<file path="src/lcd_pkg.sv">
// Constants, types and helper functions shared by the character display
// command interpreter and its storage modules.
// Assumes a single 20 MHz system clock for all timing figures.
package lcd_pkg;

  // ----------------------------------------------------------------------
  // Timing
  // ----------------------------------------------------------------------
  localparam int CLK_HZ         = 20_000_000;
  localparam int CLEAR_TIME_MS  = 15;
  localparam int CLEAR_CYCLES   = CLK_HZ / 1000 * CLEAR_TIME_MS;
  localparam int LOCATE_TIME_US = 100;
  localparam int LOCATE_CYCLES  = CLK_HZ / 1_000_000 * LOCATE_TIME_US;
  localparam int TIMER_W        = 19;
  localparam int HV_MAX_BAUD    = 38400;
  localparam int BIT_W          = 14;

  // ----------------------------------------------------------------------
  // Byte codes
  // ----------------------------------------------------------------------
  localparam logic [7:0] ESC_CODE    = 8'h1b;
  localparam logic [7:0] CMD_CLEAR   = 8'h43;
  localparam logic [7:0] CMD_CSR_ON  = 8'h53;
  localparam logic [7:0] CMD_CSR_OFF = 8'h73;
  localparam logic [7:0] CMD_BL_ON   = 8'h42;
  localparam logic [7:0] CMD_BL_OFF  = 8'h62;
  localparam logic [7:0] CMD_HOME    = 8'h48;
  localparam logic [7:0] CMD_LOCATE  = 8'h4c;
  localparam logic [7:0] CMD_GLYPH   = 8'h44;
  localparam logic [7:0] ROW_FIRST   = 8'h01;
  localparam logic [7:0] ROW_LAST    = 8'h04;
  localparam logic [7:0] GLYPH_FIRST = 8'h08;
  localparam logic [7:0] GLYPH_LAST  = 8'h0f;
  localparam logic [3:0] LOCATE_ARGS = 4'h2;
  localparam logic [3:0] GLYPH_ARGS  = 4'h9;

  // ----------------------------------------------------------------------
  // Screen and storage geometry, reset values
  // ----------------------------------------------------------------------
  localparam logic [4:0] COLS         = 5'h14;
  localparam int         FIFO_DEPTH   = 16;
  localparam int         FIFO_WIDTH   = 8;
  localparam int         GLYPH_WORDS  = 64;
  localparam logic       CURSOR_RESET = 1'b1;
  localparam logic       LIGHT_RESET  = 1'b1;

  typedef enum logic [2:0]
  {
    OP_NONE   = 3'b000,
    OP_CHAR   = 3'b001,
    OP_CLEAR  = 3'b010,
    OP_MOVE   = 3'b011,
    OP_CURSOR = 3'b100,
    OP_LIGHT  = 3'b101,
    OP_GLYPH  = 3'b110
  } op_t;

  function automatic int baud_of(input logic [2:0] sel);
    case (sel)
      3'h0:    return 2400;
      3'h1:    return 4800;
      3'h2:    return 9600;
      3'h3:    return 19200;
      3'h4:    return 28800;
      3'h5:    return 38400;
      3'h6:    return 57600;
      default: return 115200;
    endcase
  endfunction

  function automatic logic [BIT_W-1:0] bit_cycles(input logic [2:0] sel);
    return BIT_W'(CLK_HZ / baud_of(sel));
  endfunction

endpackage
</file>
<file path="src/byte_fifo.sv">
// Synchronous FIFO with valid/ready on both sides.
// Assumes one clock; the read data show the oldest entry while valid.
`timescale 1ns/1ps
module byte_fifo
  import lcd_pkg::*;
#(
  parameter int WIDTH = FIFO_WIDTH,
  parameter int DEPTH = FIFO_DEPTH
)
(
  input  wire logic             clk,
  input  wire logic             reset_n,
  input  wire logic             wr_valid,
  output logic                  wr_ready,
  input  wire logic [WIDTH-1:0] wr_data,
  output logic                  rd_valid,
  input  wire logic             rd_ready,
  output logic      [WIDTH-1:0] rd_data
);
  localparam int AW = $clog2(DEPTH);

  logic [WIDTH-1:0] mem_q [DEPTH];
  logic [AW-1:0]    wr_ptr_q;
  logic [AW-1:0]    rd_ptr_q;
  logic [AW:0]      count_q;
  logic             push;
  logic             pop;

  assign wr_ready = count_q != (AW+1)'(DEPTH);
  assign rd_valid = count_q != '0;
  assign rd_data  = mem_q[rd_ptr_q];
  assign push     = wr_valid && wr_ready;
  assign pop      = rd_valid && rd_ready;

  always_ff @(posedge clk)
  begin
    if (push)
    begin
      mem_q[wr_ptr_q] <= wr_data;
    end
  end

  always_ff @(posedge clk or negedge reset_n)
  begin
    if (!reset_n)
    begin
      wr_ptr_q <= '0;
      rd_ptr_q <= '0;
      count_q  <= '0;
    end
    else
    begin
      if (push)
      begin
        wr_ptr_q <= AW'(wr_ptr_q + 1'b1);
      end
      if (pop)
      begin
        rd_ptr_q <= AW'(rd_ptr_q + 1'b1);
      end
      count_q <= (AW+1)'(count_q + push - pop);
    end
  end
endmodule

</file>
<file path="src/char_lcd_command_interpreter.sv">
// Command interpreter of a character display controller board.
// Assumes the panel driver consumes one-cycle operation pulses and reads
// glyph patterns through the glyph read port.
`timescale 1ns/1ps
module char_lcd_command_interpreter
  import lcd_pkg::*;
#(
  parameter int CLEAR_WAIT = CLEAR_CYCLES
)
(
  input  wire logic       clk,
  input  wire logic       reset_n,
  input  wire logic       rx_ttl,
  input  wire logic       rx_hv,
  input  wire logic       scl_in,
  input  wire logic       sda_in,
  output logic            sda_out,
  output logic            sda_oe,
  input  wire logic [2:0] dip_sw,
  output logic            disp_valid,
  output op_t             disp_op,
  output logic      [7:0] disp_data,
  output logic      [4:0] disp_col,
  output logic      [1:0] disp_row,
  output logic            cursor_on,
  output logic            backlight_on,
  output logic            busy,
  input  wire logic [5:0] glyph_rd_addr,
  output logic      [7:0] glyph_rd_data
);
  typedef enum logic [1:0]
  {
    P_IDLE = 2'b00,
    P_ESC  = 2'b01,
    P_ARGS = 2'b10
  } parse_t;

  typedef enum logic [1:0]
  {
    I_IDLE = 2'b00,
    I_ADDR = 2'b01,
    I_DATA = 2'b10,
    I_ACK  = 2'b11
  } link_t;

  // ----------------------------------------------------------------------
  // Pin synchronisers
  // ----------------------------------------------------------------------
  logic [6:0] meta_q;
  logic [6:0] sync_q;
  logic       rx_ttl_s;
  logic       rx_hv_s;
  logic       scl_s;
  logic       sda_s;
  logic [2:0] dip_s;

  always_ff @(posedge clk or negedge reset_n)
  begin
    if (!reset_n)
    begin
      meta_q <= 7'h0f;
      sync_q <= 7'h0f;
    end
    else
    begin
      meta_q <= {dip_sw, sda_in, scl_in, rx_hv, rx_ttl};
      sync_q <= meta_q;
    end
  end

  assign {dip_s, sda_s, scl_s, rx_hv_s, rx_ttl_s} = sync_q;

  // ----------------------------------------------------------------------
  // Serial receiver
  // ----------------------------------------------------------------------
  logic             hv_en_q;
  logic [BIT_W-1:0] bit_cyc_q;
  logic [BIT_W-1:0] rx_cnt_q;
  logic [3:0]       rx_bit_q;
  logic [7:0]       rx_sh_q;
  logic             rx_act_q;
  logic             u_valid_q;
  logic [7:0]       u_byte_q;
  logic             rx_line;

  // A 12 V transceiver cannot follow the faster rates, so it is muted.
  assign rx_line = rx_ttl_s & (rx_hv_s | !hv_en_q);

  always_ff @(posedge clk or negedge reset_n)
  begin
    if (!reset_n)
    begin
      hv_en_q   <= 1'b1;
      bit_cyc_q <= '0;
    end
    else
    begin
      hv_en_q   <= baud_of(dip_s) <= HV_MAX_BAUD;
      bit_cyc_q <= bit_cycles(dip_s);
    end
  end

  always_ff @(posedge clk or negedge reset_n)
  begin
    if (!reset_n)
    begin
      rx_act_q  <= 1'b0;
      rx_cnt_q  <= '0;
      rx_bit_q  <= 4'h0;
      rx_sh_q   <= 8'h00;
      u_valid_q <= 1'b0;
      u_byte_q  <= 8'h00;
    end
    else
    begin
      u_valid_q <= 1'b0;
      if (!rx_act_q)
      begin
        if (!rx_line)
        begin
          rx_act_q <= 1'b1;
          rx_cnt_q <= bit_cyc_q >> 1;
          rx_bit_q <= 4'h0;
        end
      end
      else if (rx_cnt_q != '0)
      begin
        rx_cnt_q <= BIT_W'(rx_cnt_q - 1'b1);
      end
      else
      begin
        rx_cnt_q <= BIT_W'(bit_cyc_q - 1'b1);
        rx_bit_q <= 4'(rx_bit_q + 1'b1);
        if (rx_bit_q == 4'h0 && rx_line)
        begin
          rx_act_q <= 1'b0;
        end
        else if (rx_bit_q == 4'h9)
        begin
          rx_act_q  <= 1'b0;
          u_valid_q <= rx_line;
          u_byte_q  <= rx_sh_q;
        end
        else if (rx_bit_q != 4'h0)
        begin
          rx_sh_q <= {rx_line, rx_sh_q[7:1]};
        end
      end
    end
  end

  // ----------------------------------------------------------------------
  // Two-wire slave receiver
  // ----------------------------------------------------------------------
  link_t      i_st_q;
  logic [3:0] i_bit_q;
  logic [7:0] i_sh_q;
  logic       scl_d1_q;
  logic       sda_d1_q;
  logic       sda_oe_q;
  logic       i_start;
  logic       i_stop;
  logic       i_rise;
  logic       i_fall;
  logic       i_byte_end;
  logic       i_push;
  logic       f_wr_ready;

  assign i_start    = scl_s && scl_d1_q && sda_d1_q && !sda_s;
  assign i_stop     = scl_s && scl_d1_q && !sda_d1_q && sda_s;
  assign i_rise     = scl_s && !scl_d1_q;
  assign i_fall     = !scl_s && scl_d1_q;
  assign i_byte_end = i_fall && i_bit_q == 4'h8;
  assign i_push     = i_byte_end && i_st_q == I_DATA && f_wr_ready;
  assign sda_out    = 1'b0;
  assign sda_oe     = sda_oe_q;

  always_ff @(posedge clk or negedge reset_n)
  begin
    if (!reset_n)
    begin
      scl_d1_q <= 1'b1;
      sda_d1_q <= 1'b1;
      i_st_q   <= I_IDLE;
      i_bit_q  <= 4'h0;
      i_sh_q   <= 8'h00;
      sda_oe_q <= 1'b0;
    end
    else
    begin
      scl_d1_q <= scl_s;
      sda_d1_q <= sda_s;
      if (i_start)
      begin
        i_st_q   <= I_ADDR;
        i_bit_q  <= 4'h0;
        sda_oe_q <= 1'b0;
      end
      else if (i_stop)
      begin
        i_st_q   <= I_IDLE;
        sda_oe_q <= 1'b0;
      end
      else
      begin
        case (i_st_q)
          I_ADDR, I_DATA:
          begin
            if (i_rise && i_bit_q != 4'h8)
            begin
              i_sh_q  <= {i_sh_q[6:0], sda_s};
              i_bit_q <= 4'(i_bit_q + 1'b1);
            end
            else if (i_byte_end)
            begin
              i_bit_q <= 4'h0;
              // A full FIFO refuses the byte with a not-acknowledge.
              if (i_st_q == I_ADDR)
              begin
                sda_oe_q <= i_sh_q == {4'h0, dip_s, 1'b0};
                i_st_q   <= i_sh_q == {4'h0, dip_s, 1'b0} ? I_ACK : I_IDLE;
              end
              else
              begin
                sda_oe_q <= f_wr_ready;
                i_st_q   <= f_wr_ready ? I_ACK : I_IDLE;
              end
            end
          end
          I_ACK:
          begin
            if (i_fall)
            begin
              sda_oe_q <= 1'b0;
              i_st_q   <= I_DATA;
            end
          end
          default:
          begin
            sda_oe_q <= 1'b0;
          end
        endcase
      end
    end
  end

  // ----------------------------------------------------------------------
  // Input FIFO and glyph store
  // ----------------------------------------------------------------------
  logic       f_wr_valid;
  logic [7:0] f_wr_data;
  logic       f_rd_valid;
  logic [7:0] f_rd_data;
  logic       pop;
  logic       glyph_we;
  logic [5:0] glyph_wa;
  logic       busy_q;

  // Two-wire bytes win a collision; the host never feeds both links.
  assign f_wr_valid = i_push || u_valid_q;
  assign f_wr_data  = i_push ? i_sh_q : u_byte_q;
  assign pop        = f_rd_valid && !busy_q;

  byte_fifo #(.WIDTH(FIFO_WIDTH), .DEPTH(FIFO_DEPTH)) u_fifo
  (
    .clk      (clk),
    .reset_n  (reset_n),
    .wr_valid (f_wr_valid),
    .wr_ready (f_wr_ready),
    .wr_data  (f_wr_data),
    .rd_valid (f_rd_valid),
    .rd_ready (!busy_q),
    .rd_data  (f_rd_data)
  );

  glyph_ram u_glyph
  (
    .clk       (clk),
    .reset_n   (reset_n),
    .we        (glyph_we),
    .wr_addr   (glyph_wa),
    .wr_data   (f_rd_data),
    .rd_addr   (glyph_rd_addr),
    .rd_data_q (glyph_rd_data)
  );

  // ----------------------------------------------------------------------
  // Command parser
  // ----------------------------------------------------------------------
  parse_t     pst_q;
  logic [7:0] cmd_q;
  logic [3:0] arg_idx_q;
  logic [7:0] arg0_q;
  logic       disp_valid_q;
  op_t        disp_op_q;
  logic [7:0] disp_data_q;
  logic [4:0] col_q;
  logic [1:0] row_q;
  logic       cursor_q;
  logic       light_q;
  logic       glyph_ok;

  assign glyph_ok = arg0_q >= GLYPH_FIRST && arg0_q <= GLYPH_LAST;
  assign glyph_we = pop && pst_q == P_ARGS && cmd_q == CMD_GLYPH &&
                    arg_idx_q != 4'h0 && glyph_ok;
  assign glyph_wa = {arg0_q[2:0], 3'(arg_idx_q - 1'b1)};

  always_ff @(posedge clk or negedge reset_n)
  begin
    if (!reset_n)
    begin
      pst_q        <= P_IDLE;
      cmd_q        <= 8'h00;
      arg_idx_q    <= 4'h0;
      arg0_q       <= 8'h00;
      disp_valid_q <= 1'b0;
      disp_op_q    <= OP_NONE;
      disp_data_q  <= 8'h00;
      col_q        <= 5'h00;
      row_q        <= 2'h0;
      cursor_q     <= CURSOR_RESET;
      light_q      <= LIGHT_RESET;
    end
    else
    begin
      disp_valid_q <= 1'b0;
      if (pop)
      begin
        disp_data_q <= f_rd_data;
        case (pst_q)
          P_IDLE:
          begin
            if (f_rd_data == ESC_CODE)
            begin
              pst_q <= P_ESC;
            end
            else if (f_rd_data >= ROW_FIRST && f_rd_data <= ROW_LAST)
            begin
              disp_valid_q <= 1'b1;
              disp_op_q    <= OP_MOVE;
              col_q        <= 5'h00;
              row_q        <= 2'(f_rd_data - 1'b1);
            end
            else
            begin
              disp_valid_q <= 1'b1;
              disp_op_q    <= OP_CHAR;
              col_q        <= col_q == COLS - 1'b1 ? 5'h00 : 5'(col_q + 1'b1);
              row_q        <= col_q == COLS - 1'b1 ? 2'(row_q + 1'b1) : row_q;
            end
          end
          P_ESC:
          begin
            pst_q        <= P_IDLE;
            cmd_q        <= f_rd_data;
            arg_idx_q    <= 4'h0;
            disp_valid_q <= 1'b1;
            case (f_rd_data)
              CMD_CLEAR:
              begin
                disp_op_q <= OP_CLEAR;
                col_q     <= 5'h00;
                row_q     <= 2'h0;
              end
              CMD_CSR_ON, CMD_CSR_OFF:
              begin
                disp_op_q <= OP_CURSOR;
                cursor_q  <= f_rd_data == CMD_CSR_ON;
              end
              CMD_BL_ON, CMD_BL_OFF:
              begin
                disp_op_q <= OP_LIGHT;
                light_q   <= f_rd_data == CMD_BL_ON;
              end
              CMD_HOME:
              begin
                disp_op_q <= OP_MOVE;
                col_q     <= 5'h00;
                row_q     <= 2'h0;
              end
              CMD_LOCATE, CMD_GLYPH:
              begin
                disp_valid_q <= 1'b0;
                pst_q        <= P_ARGS;
              end
              default:
              begin
                disp_op_q <= OP_CHAR;
              end
            endcase
          end
          P_ARGS:
          begin
            arg_idx_q <= 4'(arg_idx_q + 1'b1);
            if (arg_idx_q == 4'h0)
            begin
              arg0_q <= f_rd_data;
            end
            if (cmd_q == CMD_LOCATE && arg_idx_q == LOCATE_ARGS - 1'b1)
            begin
              pst_q        <= P_IDLE;
              disp_valid_q <= 1'b1;
              disp_op_q    <= OP_MOVE;
              col_q        <= arg0_q[4:0];
              row_q        <= f_rd_data[1:0];
            end
            else if (cmd_q == CMD_GLYPH && arg_idx_q == GLYPH_ARGS - 1'b1)
            begin
              pst_q        <= P_IDLE;
              disp_valid_q <= glyph_ok;
              disp_op_q    <= OP_GLYPH;
              disp_data_q  <= arg0_q;
            end
          end
          default:
          begin
            pst_q <= P_IDLE;
          end
        endcase
      end
    end
  end

  // ----------------------------------------------------------------------
  // Execution timer
  // ----------------------------------------------------------------------
  logic [TIMER_W-1:0] timer_q;

  always_ff @(posedge clk or negedge reset_n)
  begin
    if (!reset_n)
    begin
      timer_q <= '0;
      busy_q  <= 1'b0;
    end
    else if (pop && pst_q == P_ESC && f_rd_data == CMD_CLEAR)
    begin
      timer_q <= TIMER_W'(CLEAR_WAIT - 1);
      busy_q  <= 1'b1;
    end
    else if (pop && pst_q == P_ARGS && cmd_q == CMD_LOCATE &&
             arg_idx_q == LOCATE_ARGS - 1'b1)
    begin
      timer_q <= TIMER_W'(LOCATE_CYCLES - 1);
      busy_q  <= 1'b1;
    end
    else if (timer_q != '0)
    begin
      timer_q <= TIMER_W'(timer_q - 1'b1);
    end
    else
    begin
      busy_q <= 1'b0;
    end
  end

  assign disp_valid   = disp_valid_q;
  assign disp_op      = disp_op_q;
  assign disp_data    = disp_data_q;
  assign disp_col     = col_q;
  assign disp_row     = row_q;
  assign cursor_on    = cursor_q;
  assign backlight_on = light_q;
  assign busy         = busy_q;

  // ----------------------------------------------------------------------
  // Assertions
  // ----------------------------------------------------------------------
  property p_clear_busy;
    @(posedge clk) disable iff (!reset_n)
    disp_valid_q && disp_op_q == OP_CLEAR |-> busy_q [*8];
  endproperty
  a_clear_busy: assert property (p_clear_busy)
    else $error("clear did not hold busy");

  property p_clear_home;
    @(posedge clk) disable iff (!reset_n)
    disp_valid_q && disp_op_q == OP_CLEAR |-> col_q == 5'h00 && row_q == 2'h0;
  endproperty
  a_clear_home: assert property (p_clear_home)
    else $error("clear did not home cursor");

  property p_row_move;
    @(posedge clk) disable iff (!reset_n)
    pop && pst_q == P_IDLE && f_rd_data >= ROW_FIRST &&
    f_rd_data <= ROW_LAST |=> disp_op_q == OP_MOVE && col_q == 5'h00 &&
    row_q == 2'($past(f_rd_data) - 1'b1);
  endproperty
  a_row_move: assert property (p_row_move)
    else $error("row move went to wrong place");

  property p_locate;
    @(posedge clk) disable iff (!reset_n)
    pop && pst_q == P_ARGS && cmd_q == CMD_LOCATE && arg_idx_q == 4'h1
    |=> disp_valid_q && busy_q && row_q == 2'($past(f_rd_data)) ##1 busy_q;
  endproperty
  a_locate: assert property (p_locate)
    else $error("locate did not move cursor");

  property p_glyph_range;
    @(posedge clk) disable iff (!reset_n)
    glyph_we |-> arg0_q[7:3] == GLYPH_FIRST[7:3] && cmd_q == CMD_GLYPH;
  endproperty
  a_glyph_range: assert property (p_glyph_range)
    else $error("glyph written outside codes 8 to 15");

  property p_char;
    @(posedge clk) disable iff (!reset_n)
    pop && pst_q == P_IDLE && f_rd_data > ROW_LAST && f_rd_data != ESC_CODE
    |=> disp_valid_q && disp_op_q == OP_CHAR && disp_data_q == $past(f_rd_data);
  endproperty
  a_char: assert property (p_char)
    else $error("plain byte not drawn");

  property p_cursor_off;
    @(posedge clk) disable iff (!reset_n)
    pop && pst_q == P_ESC && f_rd_data == CMD_CSR_OFF |=> !cursor_q;
  endproperty
  a_cursor_off: assert property (p_cursor_off)
    else $error("cursor stayed on");

  property p_esc;
    @(posedge clk) disable iff (!reset_n)
    pop && pst_q == P_IDLE && f_rd_data == ESC_CODE
    |=> pst_q == P_ESC && !disp_valid_q;
  endproperty
  a_esc: assert property (p_esc)
    else $error("escape did not open a command");

  property p_addr_nack;
    @(posedge clk) disable iff (!reset_n)
    i_st_q == I_ADDR && i_byte_end && !i_start && !i_stop &&
    i_sh_q != {4'h0, dip_s, 1'b0} |=> !sda_oe_q && i_st_q == I_IDLE;
  endproperty
  a_addr_nack: assert property (p_addr_nack)
    else $error("foreign address acknowledged");

  property p_hv_mute;
    @(posedge clk) disable iff (!reset_n)
    !hv_en_q |-> rx_line == rx_ttl_s;
  endproperty
  a_hv_mute: assert property (p_hv_mute)
    else $error("high-voltage input heard at fast rate");
endmodule

</file>
<file path="src/glyph_ram.sv">
// Pattern store for the eight user glyphs, eight rows each.
// Assumes one clock; read data appear one cycle after the address.
`timescale 1ns/1ps
module glyph_ram
  import lcd_pkg::*;
(
  input  wire logic       clk,
  input  wire logic       reset_n,
  input  wire logic       we,
  input  wire logic [5:0] wr_addr,
  input  wire logic [7:0] wr_data,
  input  wire logic [5:0] rd_addr,
  output logic      [7:0] rd_data_q
);
  logic [7:0] mem_q [GLYPH_WORDS];

  always_ff @(posedge clk)
  begin
    if (we)
    begin
      mem_q[wr_addr] <= wr_data;
    end
  end

  always_ff @(posedge clk or negedge reset_n)
  begin
    if (!reset_n)
    begin
      rd_data_q <= 8'h00;
    end
    else
    begin
      rd_data_q <= mem_q[rd_addr];
    end
  end
endmodule

</file>
<file path="config.mk">
export PLATFORM = sky130hd
export DESIGN_NAME = char_lcd_command_interpreter
export DESIGN_NICKNAME = d
export VERILOG_FILES = /design/src/lcd_pkg.sv /design/src/byte_fifo.sv /design/src/char_lcd_command_interpreter.sv /design/src/glyph_ram.sv
export SDC_FILE = /design/constraint.sdc
export NUM_CORES = 1
export LEC_CHECK = 0
export BUFFER_PORTS_ARGS = -buffer_cell sky130_fd_sc_hd__buf_2
export CELL_PAD_IN_SITES_DETAIL_PLACEMENT = 1
export CELL_PAD_IN_SITES_GLOBAL_PLACEMENT = 2
export CORE_MARGIN = 4
export CORE_UTILIZATION = 40
export DETAILED_ROUTE_END_ITERATION = 8
export HOLD_SLACK_MARGIN = 0.12
export PLACE_DENSITY_LB_ADDON = 0.1
export SLEW_MARGIN = 0
export SYNTH_ARGS = -nofsm -noshare
export SYNTH_HDL_FRONTEND = slang
export SYNTH_SLANG_ARGS = --single-unit
</file>
<file path="constraint.sdc">
create_clock -name clk -period 58.9 [get_ports clk]
set_input_delay 0 -clock clk [delete_from_list [all_inputs] [get_ports clk]]
set_output_delay 0 -clock clk [all_outputs]
set_load 0.1 [all_outputs]
</file>
==> out/results.ini <==
[grt]
grt_pass1_vias=35050
track_usage_pct=24.46
antenna_found_initial=1
grt_overflow=0
grt_max_degree=73
grt_pass1_wl_um=231400

[place]
hpwl_um=110100
io_buffer_count=45
gp_congestion=0.8623

[logic_synthesis]
yosysWarnings=0
synth_cells=3949
synth_area_um2=47510
ys.flop_type=edfxtp_1
synth_seq_cells=806
synth_edf_count=640
synthDistinctLibCells=137
synth_area_per_cell_um2=12.03
seq_area_frac_synth_pct=49.23
async_flop_share_pct=20.60

[setup_path]
r2r_end=bit_cyc_q[0]
critical_path.startpoint=sync_q[5]
r2r_setup_slack_ns=7.57
cp-end-kind=flip-flop
max_stage_delay_ns=0.83
worst_path_most_repeated_cell=a21oi_1
startpoint_type=flip-flop
crit_path_max_fanout=31
crit_buf_inv=23
crit_required_ns=59.44
path_class=reg -> reg
reg2reg_depth=224
crit_arrival_ns=51.87
r2r-start=sync_q[5]
slowest_stage=and3_1
path_delay_family=compound AO/OA/AOI/OAI gates

[detailed_routing]
vias_per_cell=5.908
drt_iter0_drc=2188
first_pass_iters=5
ant_nets=0
totalWireLength_um=153800
post_drt_wl_per_cell_um=27.36
drcViolationCount=0
routed-via-count=33210

[cts]
htreeDepth=3
postCtsSetupRepairBufs=0
cts_sinks=806
cts.clk_slew.worst_paths_ns=0.06
cts_tree=built
clockRootBuffer=clkbuf_16
cts_resized=0
cts_buffer_depth=3
numCtsBuffers=84
insertion_delay_ns=0.66

[timing]
worst_pin_slew_ns=1.205
tns_ns=0
relSlewSlack_pct=19.07
finalCritPeriodShare_pct=87.14
rsz0062_at_grt=no
drv_slew=0
period_needed_ns=51.33
finClkSkew_ns=0.03635
fmax_mhz=19.48
setup_viol=0
finalHoldViolations=0

[flow_run]
max_cap_violations=0

[floorplan]
rows=126
start_util_pct=40.29
die_w_um=352.6
io_pins=47
dieArea_um2=124300
fp.coreArea_um2=117900
die_h_um=352.6

[final_layout]
antenna_cells=0
area_growth_pct=10.72
nNetsFinal=4247
drive_above_1_share_pct=15.89
final_common_cell=edfxtp_1
final_cell_mix=640 x edfxtp_1, 323 x nor2_1, 269 x nand2_1

[status]
status=finished, final reports clean

[worst_hold_path]
min_to=sync_q[4]
min_path_cells=0
hold_start=meta_q[4]
hp-class=reg -> reg

state kept, by name, indices dropped and copies added, names as in the netlist, 7 cells and up:
name,cells
timer_q,19
bit_cyc_q,14
disp_data,8
arg0_q,8
u_glyph.mem_q,512
rx_sh_q,8
rx_cnt_q,14
u_glyph.rd_data_q,8
u_byte_q,8
cmd_q,8
i_sh_q,8
u_fifo.mem_q,128
meta_q,7
sync_q,7
cell type report:
class	count	area, um^2
Tap cell	1536	1922
Sequential cell	806	23390
Timing Repair Buffer	130	950.9
Clock inverter	53	661.9
Clock buffer	105	2191
Fill cell	12430	65320
Multi-Input combinational cell	2851	22960
Inverter	140	528.0
metrics by stage:
| stage | util (%) | hold slack [ns] | cell area (um^2) | setup slack [ns] | instances |
|---|---|---|---|---|---|
| after CTS | 44.61 | 0.3485 | 52600 | 7.873 | 5621 |
| after global placement | 42.00 | 0.05894 | 49530 | 9.269 | 5443 |
| after global routing | 44.61 | 0.3576 | 52600 | 2.846 | 5621 |
| after floorplan | - | -0.2956 | 47530 | 13.81 | 3954 |
| after detailed placement | 42.00 | 0.06900 | 49530 | 8.023 | 5443 |
| final | 44.61 | 0.3466 | 52600 | 7.574 | 5621 |
routing by layer:
metal	global-route usage (%)	up-vias	share of wire (%)
met5	0	-	0
met4	8.508	0	3.6
met3	2.720	230	3.7
met2	42.61	695	50
met1	31.75	16880	43
li1	-	15400	-
cells in the mapped netlist, types with 64 or more instances:
| master | instances | area [um^2] |
|---|---|---|
| mux4_2 | 208 | 4684 |
| nand3_1 | 87 | 435.4 |
| dfrtp_1 | 153 | 3829 |
| nor2_1 | 323 | 1212 |
| clkbuf_1 | 88 | 330.3 |
| edfxtp_1 | 640 | 19220 |
| nand2_1 | 269 | 1010 |
| ha_1 | 216 | 2703 |
| o21ai_0 | 200 | 1001 |
| a21oi_1 | 240 | 1201 |
| xnor2_1 | 134 | 1174 |
| inv_1 | 127 | 476.7 |
| mux2_2 | 79 | 889.6 |
| a21o_1 | 75 | 563.0 |
| nor3_1 | 64 | 320.3 |
timing repair:
| action | 4_1_cts | 5_1_grt |
|---|---|---|
| endpoints found under the setup margin | 0 | 0 |
| endpoints found under the hold margin | 78 | 0 |
| hold buffers | 20 | 0 |
cell families (layout without fill, tap and decap cells):
group / after synthesis / count (layout) / synth area share [%]
buffers and inverters: 297 / 428 / 2.586
AND/OR/NAND/NOR: 1141 / 1141 / 12.20
adder cells (fa/ha/maj): 219 / 219 / 5.815
multiplexers: 348 / 348 / 13.06
other: 1 / 6 / 0.007893
flip-flops: 806 / 806 / 49.23
XOR/XNOR: 191 / 191 / 3.590
AO/OA/AOI/OAI: 946 / 946 / 13.51
worst register-to-register path, delay by kind of cell (launching register included):
kind | cells | cell delay [ns]
AOI/OAI and AO/OA | 110 | 24.34
muxes | 4 | 1.52
adders and majority gates | 23 | 7.62
and+or+nand+nor | 63 | 12.68
buffers and inverters | 23 | 4.44
DFF | 1 | 0.56
xor gates and xnor gates | 1 | 0.16
how the worst max path moves through the flow:
stage	end	slack (ns)	depth (start not counted)
global placement	bit_cyc_q[0]	9.27	223
floorplan	bit_cyc_q[0]	13.81	240
global route	bit_cyc_q[0]	2.85	224
CTS	bit_cyc_q[0]	7.87	224
finish	bit_cyc_q[0]	7.57	224
detailed placement	bit_cyc_q[0]	8.02	224
Power is left out: the tool's default activity adds up to more than one toggle a clock period on the data nets, which glitch-free logic cannot reach.
